File: src/uchcfg_pkg.sv
// constants, register map and field layout of the serial channel configuration block
// How it works
// (RULE_01) stop field: 00 no stop, 01 one, 10 two stop bits; 11 prohibited
// (RULE_02) length field: 01 nine bits, 10 seven bits, 11 eight bits; 00 prohibited
// (RULE_03) divider bits 15..9 give bit clock = clock / (2 * value + 2)
// (RULE_04) software loads divider 1001101 for clock / 156, near 9600 bit/s
// (RULE_05) line level bit drives transmit line low at 0, high at 1
// (RULE_06) output enable bit lets the serial engine drive the transmit line
// (RULE_07) filter enable bit switches receive input noise filter on or bypasses it
// (RULE_08) writing 1 to clear bit 2 clears framing error flag
// (RULE_09) writing 1 to clear bit 1 clears parity error flag
// (RULE_10) writing 1 to clear bit 0 clears overrun error flag
// (RULE_11) mask bits for error, receive and transmit events block requests at 1
// (RULE_12) two priority bits per source pick level 0 highest to 3 lowest
// (RULE_13) direction bit 0 drives the pin as output, 1 makes it input
// (RULE_14) in output mode the latch bit value drives the pin
// (RULE_15) transmit/receive enable pair: off, receive, transmit, or both directions
// (RULE_16) parity field: none, zero without check, even, odd
// (RULE_17) software waits four clocks after receive enable before start trigger
// (RULE_18) with start source set, a falling receive edge starts reception
// (RULE_19) stop low sets framing, parity mismatch parity, unread data overrun
package uchcfg_pkg;
  // ----------------------------------------------------------------
  // bus and register offsets
  // ----------------------------------------------------------------
  localparam int ADDR_W = 8;
  localparam int DATA_W = 32;
  localparam logic [7:0] OFS_COMM_CONFIG = 8'h00;
  localparam logic [7:0] OFS_DATA_DIVIDER = 8'h04;
  localparam logic [7:0] OFS_OUT_LEVEL = 8'h08;
  localparam logic [7:0] OFS_OUT_ENABLE = 8'h0C;
  localparam logic [7:0] OFS_FILTER_EN = 8'h10;
  localparam logic [7:0] OFS_ERR_CLEAR = 8'h14;
  localparam logic [7:0] OFS_IRQ_MASK = 8'h18;
  localparam logic [7:0] OFS_PRIO_BIT0 = 8'h1C;
  localparam logic [7:0] OFS_PRIO_BIT1 = 8'h20;
  localparam logic [7:0] OFS_PORT_LATCH = 8'h24;
  localparam logic [7:0] OFS_PORT_DIR = 8'h28;
  localparam logic [7:0] OFS_MODE = 8'h2C;
  localparam logic [7:0] OFS_START = 8'h30;
  localparam logic [7:0] OFS_CH_STATUS = 8'h34;
  localparam logic [7:0] OFS_IRQ_STATUS = 8'h38;
  localparam logic [7:0] OFS_IRQ_CLEAR = 8'h3C;
  localparam logic [7:0] OFS_IRQ_ENABLE = 8'h40;
  // ----------------------------------------------------------------
  // field positions
  // ----------------------------------------------------------------
  localparam int CFG_TX_EN = 15;
  localparam int CFG_RX_EN = 14;
  localparam int CFG_ERR_IRQ = 10;
  localparam int CFG_PAR_LO = 8;
  localparam int CFG_ORDER = 7;
  localparam int CFG_STOP_LO = 4;
  localparam int CFG_LEN_LO = 0;
  localparam int DIV_LO = 9;
  localparam int CLR_FRAMING = 2;
  localparam int CLR_PARITY = 1;
  localparam int CLR_OVERRUN = 0;
  localparam int MODE_START_SRC = 8;
  localparam int START_CH1 = 1;
  localparam int ST_OVR = 0;
  localparam int ST_PAR = 1;
  localparam int ST_FRM = 2;
  localparam int ST_RX_FULL = 3;
  localparam int ST_RX_BUSY = 4;
  localparam int ST_TX_BUSY = 5;
  localparam int ST_ACTIVE = 6;
  localparam int IRQ_RX_DONE = 0;
  localparam int IRQ_RX_ERR = 1;
  localparam int IRQ_TX_DONE = 2;
  localparam int NUM_SRC = 3;
  // mask and priority bit of each source, in source order
  localparam int SRC_POS [NUM_SRC] = '{4, 5, 3};
  // ----------------------------------------------------------------
  // encodings and reset values
  // ----------------------------------------------------------------
  localparam logic [1:0] STOP_NONE = 2'h0;
  localparam logic [1:0] STOP_ONE = 2'h1;
  localparam logic [1:0] LEN_9 = 2'h1;
  localparam logic [1:0] LEN_7 = 2'h2;
  localparam logic [1:0] PAR_NONE = 2'h0;
  localparam logic [1:0] PAR_ZERO = 2'h1;
  localparam logic [1:0] PAR_EVEN = 2'h2;
  localparam logic [1:0] PAR_ODD = 2'h3;
  localparam logic [3:0] BITS_9 = 4'h9;
  localparam logic [3:0] BITS_8 = 4'h8;
  localparam logic [3:0] BITS_7 = 4'h7;
  localparam logic [15:0] RST_CFG = 16'h0000;
  localparam logic [6:0] RST_DIV = 7'h00;
  localparam logic [7:0] RST_MASK = 8'h38;
  localparam logic [7:0] RST_PRIO = 8'h38;
  localparam logic [7:0] RST_LEVEL = 8'h01;
  localparam logic [7:0] RST_PORT_DIR = 8'hFF;
  localparam int FRAME_W = 13;
endpackage : uchcfg_pkg

File: src/uchcfg_top.sv
// serial channel configuration block with receiver, transmitter and avalon slave
//
// The Avalon-MM interface to the registers and the address map were chosen for this implementation.
`timescale 1ns/1ps
module uchcfg_top (
  input wire logic core_clk,
  input wire logic rst_n,
  input wire logic ce,
  input wire logic [uchcfg_pkg::ADDR_W-1:0] avs_address,
  input wire logic avs_read,
  input wire logic avs_write,
  input wire logic [uchcfg_pkg::DATA_W-1:0] avs_writedata,
  output logic [uchcfg_pkg::DATA_W-1:0] avs_readdata,
  output logic avs_waitrequest,
  output logic irq,
  output logic [uchcfg_pkg::NUM_SRC-1:0] irq_req,
  output logic [2*uchcfg_pkg::NUM_SRC-1:0] irq_prio,
  input wire logic serial_rx_pin,
  output logic [7:0] port0_o,
  output logic [7:0] port0_oe
);
  import uchcfg_pkg::*;

  typedef enum logic [4:0] {
    RX_IDLE = 5'b00001,
    RX_START = 5'b00010,
    RX_DATA = 5'b00100,
    RX_PARITY = 5'b01000,
    RX_STOP = 5'b10000
  } uchcfg_rx_e;

  // ----------------------------------------------------------------
  // registers and internal state
  // ----------------------------------------------------------------
  logic [15:0] cfg_r;
  logic [6:0] div_r;
  logic [7:0] level_r, oen_r, filt_en_r, mask_r, prio0_r, prio1_r, latch_r, dir_r;
  logic start_src_r, active_r, sw_start_r, ack_r;
  logic [DATA_W-1:0] rd_mux, rdata_r;
  logic [2:0] irq_stat_r, irq_en_r;
  logic rx_s1_r, rx_s2_r, rx_s3_r, rx_f_r, rx_prev_r;
  uchcfg_rx_e rx_state_r;
  logic [7:0] rx_cnt_r;
  logic [3:0] rx_idx_r;
  logic [8:0] rx_shift_r, rx_data_r;
  logic rx_stop2_r, rx_end_r, rx_perr_r, rx_ferr_r;
  logic rx_full_r, fef_r, pef_r, ovf_r;
  logic [FRAME_W-1:0] tx_shift_r, tx_frame;
  logic [3:0] tx_left_r, tx_count;
  logic [7:0] tx_cnt_r;
  logic tx_busy_r, tx_done_r, irq_r;
  logic [NUM_SRC-1:0] irq_req_r, ev;
  logic [2*NUM_SRC-1:0] irq_prio_r;

  logic do_wr, do_rd, tx_en, rx_en, lsb_first, err_irq_en, fall_edge;
  logic [1:0] par_sel, stop_sel, len_sel;
  logic [3:0] len_bits, rx_pos;
  logic [7:0] period_m1, half_m1;

  // ----------------------------------------------------------------
  // decoded configuration
  // ----------------------------------------------------------------
  // (RULE_15) direction enables gate each engine
  assign tx_en = cfg_r[CFG_TX_EN];
  assign rx_en = cfg_r[CFG_RX_EN];
  assign err_irq_en = cfg_r[CFG_ERR_IRQ];
  assign par_sel = cfg_r[CFG_PAR_LO +: 2];
  assign lsb_first = cfg_r[CFG_ORDER];
  assign stop_sel = cfg_r[CFG_STOP_LO +: 2];
  assign len_sel = cfg_r[CFG_LEN_LO +: 2];
  // (RULE_02) prohibited length code falls back to eight bits
  assign len_bits = (len_sel == LEN_9) ? BITS_9 : (len_sel == LEN_7) ? BITS_7 : BITS_8;
  // (RULE_03) bit time is 2*div+2 clocks; half time for the start check
  assign period_m1 = {div_r, 1'b1};
  assign half_m1 = {1'b0, div_r};
  assign rx_pos = lsb_first ? rx_idx_r : len_bits - 4'h1 - rx_idx_r;
  assign fall_edge = rx_prev_r & ~rx_f_r;

  // ----------------------------------------------------------------
  // avalon slave: one wait cycle, then the access completes
  // ----------------------------------------------------------------
  assign do_wr = avs_write & ack_r;
  assign do_rd = avs_read & ack_r;

  // read mux; unmapped offsets read as zero
  always_comb begin
    rd_mux = '0;
    unique case (avs_address)
      OFS_COMM_CONFIG: rd_mux[15:0] = cfg_r;
      OFS_DATA_DIVIDER: rd_mux[15:0] = {div_r, rx_data_r};
      OFS_OUT_LEVEL: rd_mux[7:0] = level_r;
      OFS_OUT_ENABLE: rd_mux[7:0] = oen_r;
      OFS_FILTER_EN: rd_mux[7:0] = filt_en_r;
      OFS_IRQ_MASK: rd_mux[7:0] = mask_r;
      OFS_PRIO_BIT0: rd_mux[7:0] = prio0_r;
      OFS_PRIO_BIT1: rd_mux[7:0] = prio1_r;
      OFS_PORT_LATCH: rd_mux[7:0] = latch_r;
      OFS_PORT_DIR: rd_mux[7:0] = dir_r;
      OFS_MODE: rd_mux[MODE_START_SRC] = start_src_r;
      OFS_CH_STATUS: rd_mux[6:0] = {active_r, tx_busy_r, rx_state_r != RX_IDLE,
                                    rx_full_r, fef_r, pef_r, ovf_r};
      OFS_IRQ_STATUS: rd_mux[2:0] = irq_stat_r;
      OFS_IRQ_ENABLE: rd_mux[2:0] = irq_en_r;
      default: rd_mux = '0;
    endcase
  end

  // handshake: ack rises one cycle after the request, read data latched with it
  always_ff @(posedge core_clk or negedge rst_n) begin
    if (!rst_n) begin
      ack_r <= 1'b0;
      rdata_r <= '0;
    end else if (ce) begin
      ack_r <= (avs_read | avs_write) & ~ack_r;
      if (avs_read & ~ack_r) begin
        rdata_r <= rd_mux;
      end
    end
  end

  assign avs_readdata = rdata_r;
  assign avs_waitrequest = ~ack_r;

  // ----------------------------------------------------------------
  // configuration registers
  // ----------------------------------------------------------------
  // plain read/write registers, written at the completing edge
  always_ff @(posedge core_clk or negedge rst_n) begin
    if (!rst_n) begin
      cfg_r <= RST_CFG;
      div_r <= RST_DIV;
      level_r <= RST_LEVEL;
      oen_r <= '0;
      filt_en_r <= '0;
      mask_r <= RST_MASK;
      prio0_r <= RST_PRIO;
      prio1_r <= RST_PRIO;
      latch_r <= '0;
      dir_r <= RST_PORT_DIR;
      start_src_r <= 1'b0;
      irq_en_r <= '0;
    end else if (ce && do_wr) begin
      unique case (avs_address)
        OFS_COMM_CONFIG: cfg_r <= avs_writedata[15:0];
        // (RULE_04) divider field loaded by software
        OFS_DATA_DIVIDER: div_r <= avs_writedata[DIV_LO +: 7];
        OFS_OUT_LEVEL: level_r <= avs_writedata[7:0];
        OFS_OUT_ENABLE: oen_r <= avs_writedata[7:0];
        OFS_FILTER_EN: filt_en_r <= avs_writedata[7:0];
        OFS_IRQ_MASK: mask_r <= avs_writedata[7:0];
        OFS_PRIO_BIT0: prio0_r <= avs_writedata[7:0];
        OFS_PRIO_BIT1: prio1_r <= avs_writedata[7:0];
        OFS_PORT_LATCH: latch_r <= avs_writedata[7:0];
        OFS_PORT_DIR: dir_r <= avs_writedata[7:0];
        OFS_MODE: start_src_r <= avs_writedata[MODE_START_SRC];
        OFS_IRQ_ENABLE: irq_en_r <= avs_writedata[2:0];
        default: ;
      endcase
    end
  end

  // channel start: trigger enters wait state, off mode (both enables 0) leaves it
  always_ff @(posedge core_clk or negedge rst_n) begin
    if (!rst_n) begin
      active_r <= 1'b0;
      sw_start_r <= 1'b0;
    end else if (ce) begin
      sw_start_r <= do_wr && avs_address == OFS_START && avs_writedata[START_CH1];
      if (do_wr && avs_address == OFS_START && avs_writedata[START_CH1]) begin
        active_r <= 1'b1;
      end else if (!tx_en && !rx_en) begin
        active_r <= 1'b0;
      end
    end
  end

  // ----------------------------------------------------------------
  // receive input: synchroniser and noise filter
  // ----------------------------------------------------------------
  // only the second and third stages are looked at; the filter wants two equal samples
  always_ff @(posedge core_clk or negedge rst_n) begin
    if (!rst_n) begin
      rx_s1_r <= 1'b1;
      rx_s2_r <= 1'b1;
      rx_s3_r <= 1'b1;
      rx_f_r <= 1'b1;
      rx_prev_r <= 1'b1;
    end else if (ce) begin
      rx_s1_r <= serial_rx_pin;
      rx_s2_r <= rx_s1_r;
      rx_s3_r <= rx_s2_r;
      rx_prev_r <= rx_f_r;
      // (RULE_07) filter on: glitches of one clock are dropped
      if (!filt_en_r[0] || rx_s2_r == rx_s3_r) begin
        rx_f_r <= rx_s2_r;
      end
    end
  end

  // ----------------------------------------------------------------
  // receiver state machine
  // ----------------------------------------------------------------
  always_ff @(posedge core_clk or negedge rst_n) begin
    if (!rst_n) begin
      rx_state_r <= RX_IDLE;
      rx_cnt_r <= '0;
      rx_idx_r <= '0;
      rx_shift_r <= '0;
      rx_stop2_r <= 1'b0;
      rx_end_r <= 1'b0;
      rx_perr_r <= 1'b0;
      rx_ferr_r <= 1'b0;
    end else if (ce) begin
      rx_end_r <= 1'b0;
      if (rx_state_r != RX_IDLE && rx_cnt_r != 8'h00) begin
        rx_cnt_r <= rx_cnt_r - 8'h01;
      end else begin
        unique case (rx_state_r)
          RX_IDLE: begin
            // (RULE_18) edge start or software start trigger
            if (active_r && rx_en && (start_src_r ? fall_edge : sw_start_r)) begin
              rx_state_r <= RX_START;
              rx_cnt_r <= half_m1;
              rx_shift_r <= '0;
              rx_perr_r <= 1'b0;
              rx_ferr_r <= 1'b0;
            end
          end
          RX_START: begin
            // mid start bit must still be low, else a glitch
            rx_state_r <= rx_f_r ? RX_IDLE : RX_DATA;
            rx_cnt_r <= period_m1;
            rx_idx_r <= '0;
          end
          RX_DATA: begin
            rx_shift_r[rx_pos] <= rx_f_r;
            rx_idx_r <= rx_idx_r + 4'h1;
            rx_cnt_r <= period_m1;
            if (rx_idx_r == len_bits - 4'h1) begin
              if (par_sel != PAR_NONE) begin
                rx_state_r <= RX_PARITY;
              end else if (stop_sel != STOP_NONE) begin
                rx_state_r <= RX_STOP;
                rx_stop2_r <= stop_sel != STOP_ONE;
              end else begin
                rx_state_r <= RX_IDLE;
                rx_end_r <= 1'b1;
              end
            end
          end
          RX_PARITY: begin
            // (RULE_16) even/odd checked, zero parity is not checked
            // (RULE_19) parity mismatch
            rx_perr_r <= (par_sel == PAR_EVEN && (^rx_shift_r ^ rx_f_r)) ||
                         (par_sel == PAR_ODD && !(^rx_shift_r ^ rx_f_r));
            rx_cnt_r <= period_m1;
            // (RULE_01) stop count chosen after the parity bit
            if (stop_sel != STOP_NONE) begin
              rx_state_r <= RX_STOP;
              rx_stop2_r <= stop_sel != STOP_ONE;
            end else begin
              rx_state_r <= RX_IDLE;
              rx_end_r <= 1'b1;
            end
          end
          RX_STOP: begin
            // (RULE_19) low stop bit is a framing error
            if (!rx_f_r) begin
              rx_ferr_r <= 1'b1;
            end
            rx_cnt_r <= period_m1;
            rx_stop2_r <= 1'b0;
            if (!rx_stop2_r) begin
              rx_state_r <= RX_IDLE;
              rx_end_r <= 1'b1;
            end
          end
          default: rx_state_r <= RX_IDLE;
        endcase
      end
    end
  end

  // ----------------------------------------------------------------
  // receive data and error flags; a setting event wins over a clear
  // ----------------------------------------------------------------
  always_ff @(posedge core_clk or negedge rst_n) begin
    if (!rst_n) begin
      rx_data_r <= '0;
      rx_full_r <= 1'b0;
      fef_r <= 1'b0;
      pef_r <= 1'b0;
      ovf_r <= 1'b0;
    end else if (ce) begin
      if (rx_end_r) begin
        rx_data_r <= rx_shift_r;
        rx_full_r <= 1'b1;
      end else if (do_rd && avs_address == OFS_DATA_DIVIDER) begin
        rx_full_r <= 1'b0;
      end
      // (RULE_08) framing flag cleared by bit 2
      if (rx_end_r && rx_ferr_r) begin
        fef_r <= 1'b1;
      end else if (do_wr && avs_address == OFS_ERR_CLEAR && avs_writedata[CLR_FRAMING]) begin
        fef_r <= 1'b0;
      end
      // (RULE_09) parity flag cleared by bit 1
      if (rx_end_r && rx_perr_r) begin
        pef_r <= 1'b1;
      end else if (do_wr && avs_address == OFS_ERR_CLEAR && avs_writedata[CLR_PARITY]) begin
        pef_r <= 1'b0;
      end
      // (RULE_10) overrun flag cleared by bit 0
      // (RULE_19) new frame while previous still unread
      if (rx_end_r && rx_full_r) begin
        ovf_r <= 1'b1;
      end else if (do_wr && avs_address == OFS_ERR_CLEAR && avs_writedata[CLR_OVERRUN]) begin
        ovf_r <= 1'b0;
      end
    end
  end

  // ----------------------------------------------------------------
  // transmitter: frame built whole, shifted out lsb first
  // ----------------------------------------------------------------
  always_comb begin
    tx_frame = '1;
    tx_frame[0] = 1'b0;
    for (int i = 0; i < 9; i++) begin
      if (i < int'(len_bits)) begin
        tx_frame[1 + i] = lsb_first ? avs_writedata[i] : avs_writedata[int'(len_bits) - 1 - i];
      end
    end
    // parity sits right after the data; zero parity sends a 0
    if (par_sel != PAR_NONE) begin
      tx_frame[len_bits + 4'h1] = (par_sel != PAR_ZERO) & ((par_sel == PAR_ODD) ^
                                  ^(avs_writedata[8:0] & ~(9'h1FF << len_bits)));
    end
    tx_count = 4'h1 + len_bits + {3'h0, par_sel != PAR_NONE} +
               ((stop_sel == STOP_NONE) ? 4'h0 : (stop_sel == STOP_ONE) ? 4'h1 : 4'h2);
  end

  // write of the data register starts a frame when idle, transmit is enabled and the channel is active
  always_ff @(posedge core_clk or negedge rst_n) begin
    if (!rst_n) begin
      tx_shift_r <= '1;
      tx_left_r <= '0;
      tx_cnt_r <= '0;
      tx_busy_r <= 1'b0;
      tx_done_r <= 1'b0;
    end else if (ce) begin
      tx_done_r <= 1'b0;
      if (!tx_busy_r) begin
        if (do_wr && avs_address == OFS_DATA_DIVIDER && tx_en && active_r) begin
          tx_shift_r <= tx_frame;
          tx_left_r <= tx_count;
          tx_cnt_r <= period_m1;
          tx_busy_r <= 1'b1;
        end
      end else if (tx_cnt_r != 8'h00) begin
        tx_cnt_r <= tx_cnt_r - 8'h01;
      end else begin
        tx_shift_r <= {1'b1, tx_shift_r[FRAME_W-1:1]};
        tx_left_r <= tx_left_r - 4'h1;
        tx_cnt_r <= period_m1;
        if (tx_left_r == 4'h1) begin
          tx_busy_r <= 1'b0;
          tx_done_r <= 1'b1;
        end
      end
    end
  end

  // ----------------------------------------------------------------
  // interrupts: sticky status, enable, per-source mask and priority
  // ----------------------------------------------------------------
  assign ev[IRQ_RX_DONE] = rx_end_r;
  assign ev[IRQ_RX_ERR] = rx_end_r & err_irq_en & (rx_ferr_r | rx_perr_r | rx_full_r);
  assign ev[IRQ_TX_DONE] = tx_done_r;

  // set wins over a write-one clear in the same cycle
  always_ff @(posedge core_clk or negedge rst_n) begin
    if (!rst_n) begin
      irq_stat_r <= '0;
      irq_r <= 1'b0;
    end else if (ce) begin
      irq_stat_r <= ev | (irq_stat_r &
                    ~((do_wr && avs_address == OFS_IRQ_CLEAR) ? avs_writedata[2:0] : 3'h0));
      irq_r <= |(irq_stat_r & irq_en_r);
    end
  end

  generate
    for (genvar k = 0; k < NUM_SRC; k++) begin : g_src
      // per-source request pulse and its priority level
      always_ff @(posedge core_clk or negedge rst_n) begin
        if (!rst_n) begin
          irq_req_r[k] <= 1'b0;
          irq_prio_r[2*k +: 2] <= 2'h3;
        end else if (ce) begin
          // (RULE_11) mask at 1 blocks the request
          irq_req_r[k] <= ev[k] & ~mask_r[SRC_POS[k]];
          // (RULE_12) level from bit1 and bit0 registers
          irq_prio_r[2*k +: 2] <= {prio1_r[SRC_POS[k]], prio0_r[SRC_POS[k]]};
        end
      end
    end
  endgenerate

  assign irq = irq_r;
  assign irq_req = irq_req_r;
  assign irq_prio = irq_prio_r;

  // ----------------------------------------------------------------
  // port pins: pin 0 carries the serial line through its latch
  // ----------------------------------------------------------------
  always_ff @(posedge core_clk or negedge rst_n) begin
    if (!rst_n) begin
      port0_o <= '0;
      port0_oe <= '0;
    end else if (ce) begin
      // (RULE_14) latch value drives the pin
      port0_o[7:1] <= latch_r[7:1];
      // (RULE_05) (RULE_06) engine bit only while enabled and sending
      port0_o[0] <= latch_r[0] &
                    ((oen_r[0] && tx_busy_r) ? tx_shift_r[0] : level_r[0]);
      // (RULE_13) direction 0 turns the output buffer on
      port0_oe <= ~dir_r;
    end
  end
endmodule : uchcfg_top

File: config.mk
export PLATFORM = sky130hd
export DESIGN_NAME = uchcfg_top
export DESIGN_NICKNAME = d
export VERILOG_FILES = /design/src/uchcfg_pkg.sv /design/src/uchcfg_top.sv
export SDC_FILE = /design/constraint.sdc
export NUM_CORES = 1
export LEC_CHECK = 0
export ABC_AREA = 0
export BUFFER_PORTS_ARGS = -buffer_cell sky130_fd_sc_hd__buf_2
export CORE_ASPECT_RATIO = 0.7
export CORE_MARGIN = 2
export CORE_UTILIZATION = 40
export CTS_CLUSTER_DIAMETER = 80
export CTS_CLUSTER_SIZE = 12
export DETAILED_ROUTE_END_ITERATION = 8
export SYNTH_ARGS = -nofsm -noshare
export SYNTH_HDL_FRONTEND = slang
export SYNTH_SLANG_ARGS = --single-unit
File: constraint.sdc
create_clock -name core_clk -period 3.49 [get_ports core_clk]
set_input_delay 0.349 -clock core_clk [delete_from_list [all_inputs] [get_ports core_clk]]
set_output_delay 0.349 -clock core_clk [all_outputs]
set_load 0.005 [all_outputs]
==> qor.tcl <==
set qor(worst_pin_slew_ns) 0.730
set qor(finish.cell_count_without_fillers) 1569
set qor(worstSkewPairLatency_ns) 0.51
set qor(flow.area_growth_from_synthesis_pct) 12.0
set qor(final_hold_viol_count) 0
set qor(power.total_w) 0.00638
set qor(grt_antenna_before_repair) 0
set qor(dieWidth_um) 209
set qor(cp_top_family) {simple AND/OR/NAND/NOR gates}
set qor(initial_core_util_pct) 40.7
set qor(nets) 1242
set qor(setup.worst_path.class) {flip-flop to flip-flop}
set qor(pin_count_of_the_biggest_net_entering_global_routing) 94
set qor(groute.usage.overall_pct) 22.3
set qor(crit_arrival_ns) 3.36
set qor(route.vias.total) 9243
set qor(die-height_um) 147
set qor(detail_route.wl_per_cell_um) 21.7
set qor(dp.final_hpwl_um) 24200
set qor(layout.cell_area.non_filler_um2) 13200
set qor(hold_path.class) {input port to flip-flop}
set qor(layout_min_cycle_time_ns) 2.98
set qor(synth-seq-cells) 214
set qor(run_status) {finished, final reports clean}
set qor(cellPowerDensity_nw_per_um2) 484
set qor(setup.worst_path.end_class) {flip-flop}
set qor(startpoint_type) {flip-flop}
set qor(root_buffer) {clkbuf_16}
set qor(yosysMostFrequentCell) {dfrtp_1}
set qor(grt_setup_unrepaired) {false}
set qor(synth_flop_cell) {dfrtp_1}
set qor(synth_area_leaders) {dfrtp_1 (36%), mux2_2 (12%), dfstp_2 (9.6%)}
set qor(final_layout_size_suffix_gt1_share_pct) 28.7
set qor(via_per_instance_ratio) 5.89
set qor(vdd.ir_drop.worst_v) 0.000286
set qor(synthArstFlopShare_pct) 100
set qor(synth.largest_area_cell) {dfrtp_1}
set qor(post_cts_resize_count) 0
set qor(cts.sinks) 214
set qor(number_of_global_route_vias_before_repair) 8866
set qor(cts-htree-levels) 1
set qor(final_min_period_over_clock_period_pct) 85.3
set qor(final.setup.tns_ns) 0
set qor(met2_usage_pct) 30.5
set qor(grt_first_pass_wirelength_um) 53800
set qor(clock_tree_from_tritoncts) {yes}
set qor(groute.layer.met1.usage_pct) 35.8
set qor(remaining_drc_errors) 0
set qor(worstPathCellList) {or3_1 > nor3_1 > buf_4 > or4b_1 > o311ai_4 > nor3_1 > a211o_1}
set qor(crit_path_max_fanout) 17
set qor(synth.distinct_cells) 80
set qor(wl_um) 34000
set qor(max-clock-path-buffers) 3
set qor(postSynthCellCount) 1111
set qor(report.final.slew_viol_count) 0
set qor(critical_path.most_common_cell) {nor3_1}
set qor(synth_edf_count) 0
set qor(antennaDiodeCount) 0
set qor(timing.clock.skew_ns) 0.0136
set qor(synth_top_area_share_pct) 36.4
set qor(worst_path_max_delay_cell) {or4b_1}
set qor(placementRows) 52
set qor(synthesis.area_per_instance_um2) 10.6
set qor(cap_violations) 0
set qor(cp_data_required_time_ns) 3.87
set qor(relSlewSlack_pct) 50.9
set qor(design.core.area_um2) 28900
set qor(cts.clk_slew.worst_paths_ns) 0.07
set qor(place.detailed.instances) 1531
set qor(floorplan.io_pins) 105
set qor(highest_achievable_clock_rate_mhz) 336
set qor(drtAntennaViolNets) 0
set qor(place_congestion) 0.904
set qor(floorplan.die_area_um2) 30800
set qor(grt.met3_usage_pct) 4.74
set qor(p_leak_nw) 5.84
set qor(cts_inserted_buffers) 21
set qor(placement.cell_area_um2) 12600
set qor(portBuffers) 74
set qor(grt.overflow.total) 0
set qor(synth-seq-area-share_pct) 46.0
set qor(critPathBufInv) 1
set qor(dr.pass1.iters) 5
set qor(setup_viol_count_final) 0
set qor(post_synth_instance_area_um2) 11800
set qor(ys_warn_count) 0
set qor(post_synth_most_frequent_cells) {dfrtp_1 (171), mux2_2 (127), nand2_1 (115)}
set qor(drtIter0Drc) 1064
set qor(slowest_delay_ns) 0.79
set qor(top_usage_layer) {met1}
## state kept, by name (all words and copies together) (netlist names), 9 cells and up
register / count
avs_readdata: 16
cfg_r: 16
rx_data_r: 9
rx_shift_r: 9
tx_shift_r: 13
## layer usage
| layer | up-vias | part of all wire, % |
|---|---|---|
| met5 | - | 0 |
| met4 | 0 | 1.6 |
| met3 | 37 | 8.2 |
| met2 | 335 | 40 |
| met1 | 4675 | 50 |
| li1 | 4196 | - |
## report_power, final
group | switching [W] | internal [W] | total, W
Clock | 0.000962 | 0.00115 | 0.00211
Sequential | 0.000191 | 0.00276 | 0.00295
Combinational | 0.000811 | 0.000505 | 0.00132
Total | 0.00196 | 0.00441 | 0.00638
## cell families (layout without fill, tap and decap cells)
logic type	Yosys count	in the layout	share of synthesized area, %
AOI/OAI and AO/OA	260	260	15.0
DFF	214	214	46.0
muxes	169	169	17.5
other	1	16	0.0319
adders and majority gates	19	19	2.15
xor gates and xnor gates	22	22	1.76
buffers and inverters	112	177	4.34
and+or+nand+nor	314	314	13.2
## worst paths after layout
| path | slack (ns) | to | startpoint | cells past startpoint |
|---|---|---|---|---|
| min | 0.10 | rx_s1_r | serial_rx_pin | 2 |
| max in group asynchronous | 2.09 | level_r[0] | rst_n | 3 |
| max reg2reg | 0.51 | rx_cnt_r[0] | rx_state_r[3] | 7 |
| min in group asynchronous | 0.49 | port0_oe[2] | rst_n | 2 |
| min reg2reg | 0.46 | tx_shift_r[7] | tx_shift_r[7] | 2 |
| max | 0.51 | rx_cnt_r[0] | rx_state_r[3] | 7 |
## layout by cell type, fill, tap and decap left out, drive strengths merged, types with 9 or more instances in the layout
cell type / synthesis / routed
nor2: 55 / 55
a21oi: 34 / 34
xnor2: 16 / 16
inv: 26 / 26
or3: 11 / 11
mux2: 127 / 127
o21ai: 94 / 94
clkbuf: 53 / 37
dfstp: 43 / 43
nor3: 25 / 25
nor2b: 10 / 10
and3: 9 / 9
dfrtp: 171 / 171
conb: 1 / 16
o211ai: 9 / 9
nand2b: 10 / 10
mux4: 17 / 17
ha: 17 / 17
buf: 31 / 111
nand2: 115 / 115
a32o: 10 / 10
a22oi: 23 / 23
mux2i: 25 / 25
o22ai: 10 / 10
nand3: 32 / 32
## timing repair
item / CTS / global route
buffers inserted: 0 / 0
hold endpoints to repair: 77 / 0
hold buffers: 1 / 0
## area by class of cell
cell class / count / area [um^2]
Clock buffer: 37 / 596
Sequential cell: 214 / 5410
Timing Repair Buffer: 112 / 681
Multi-Input combinational cell: 800 / 5910
Inverter: 28 / 105
Fill cell: 2767 / 15700
Tap cell: 378 / 473
## per-stage QoR
stage / worst slack (ns) / utilization (%) / hold WS (ns)
after floorplan: 0.285 / - / 0.0534
after global placement: 0.631 / 43.5 / 0.435
after detailed placement: 0.606 / 43.5 / 0.434
after CTS: 0.576 / 45.6 / 0.0902
after global routing: 0.389 / 45.6 / 0.102
final: 0.513 / 45.6 / 0.100
No activity file was read; power rests on OpenSTA's default activity.
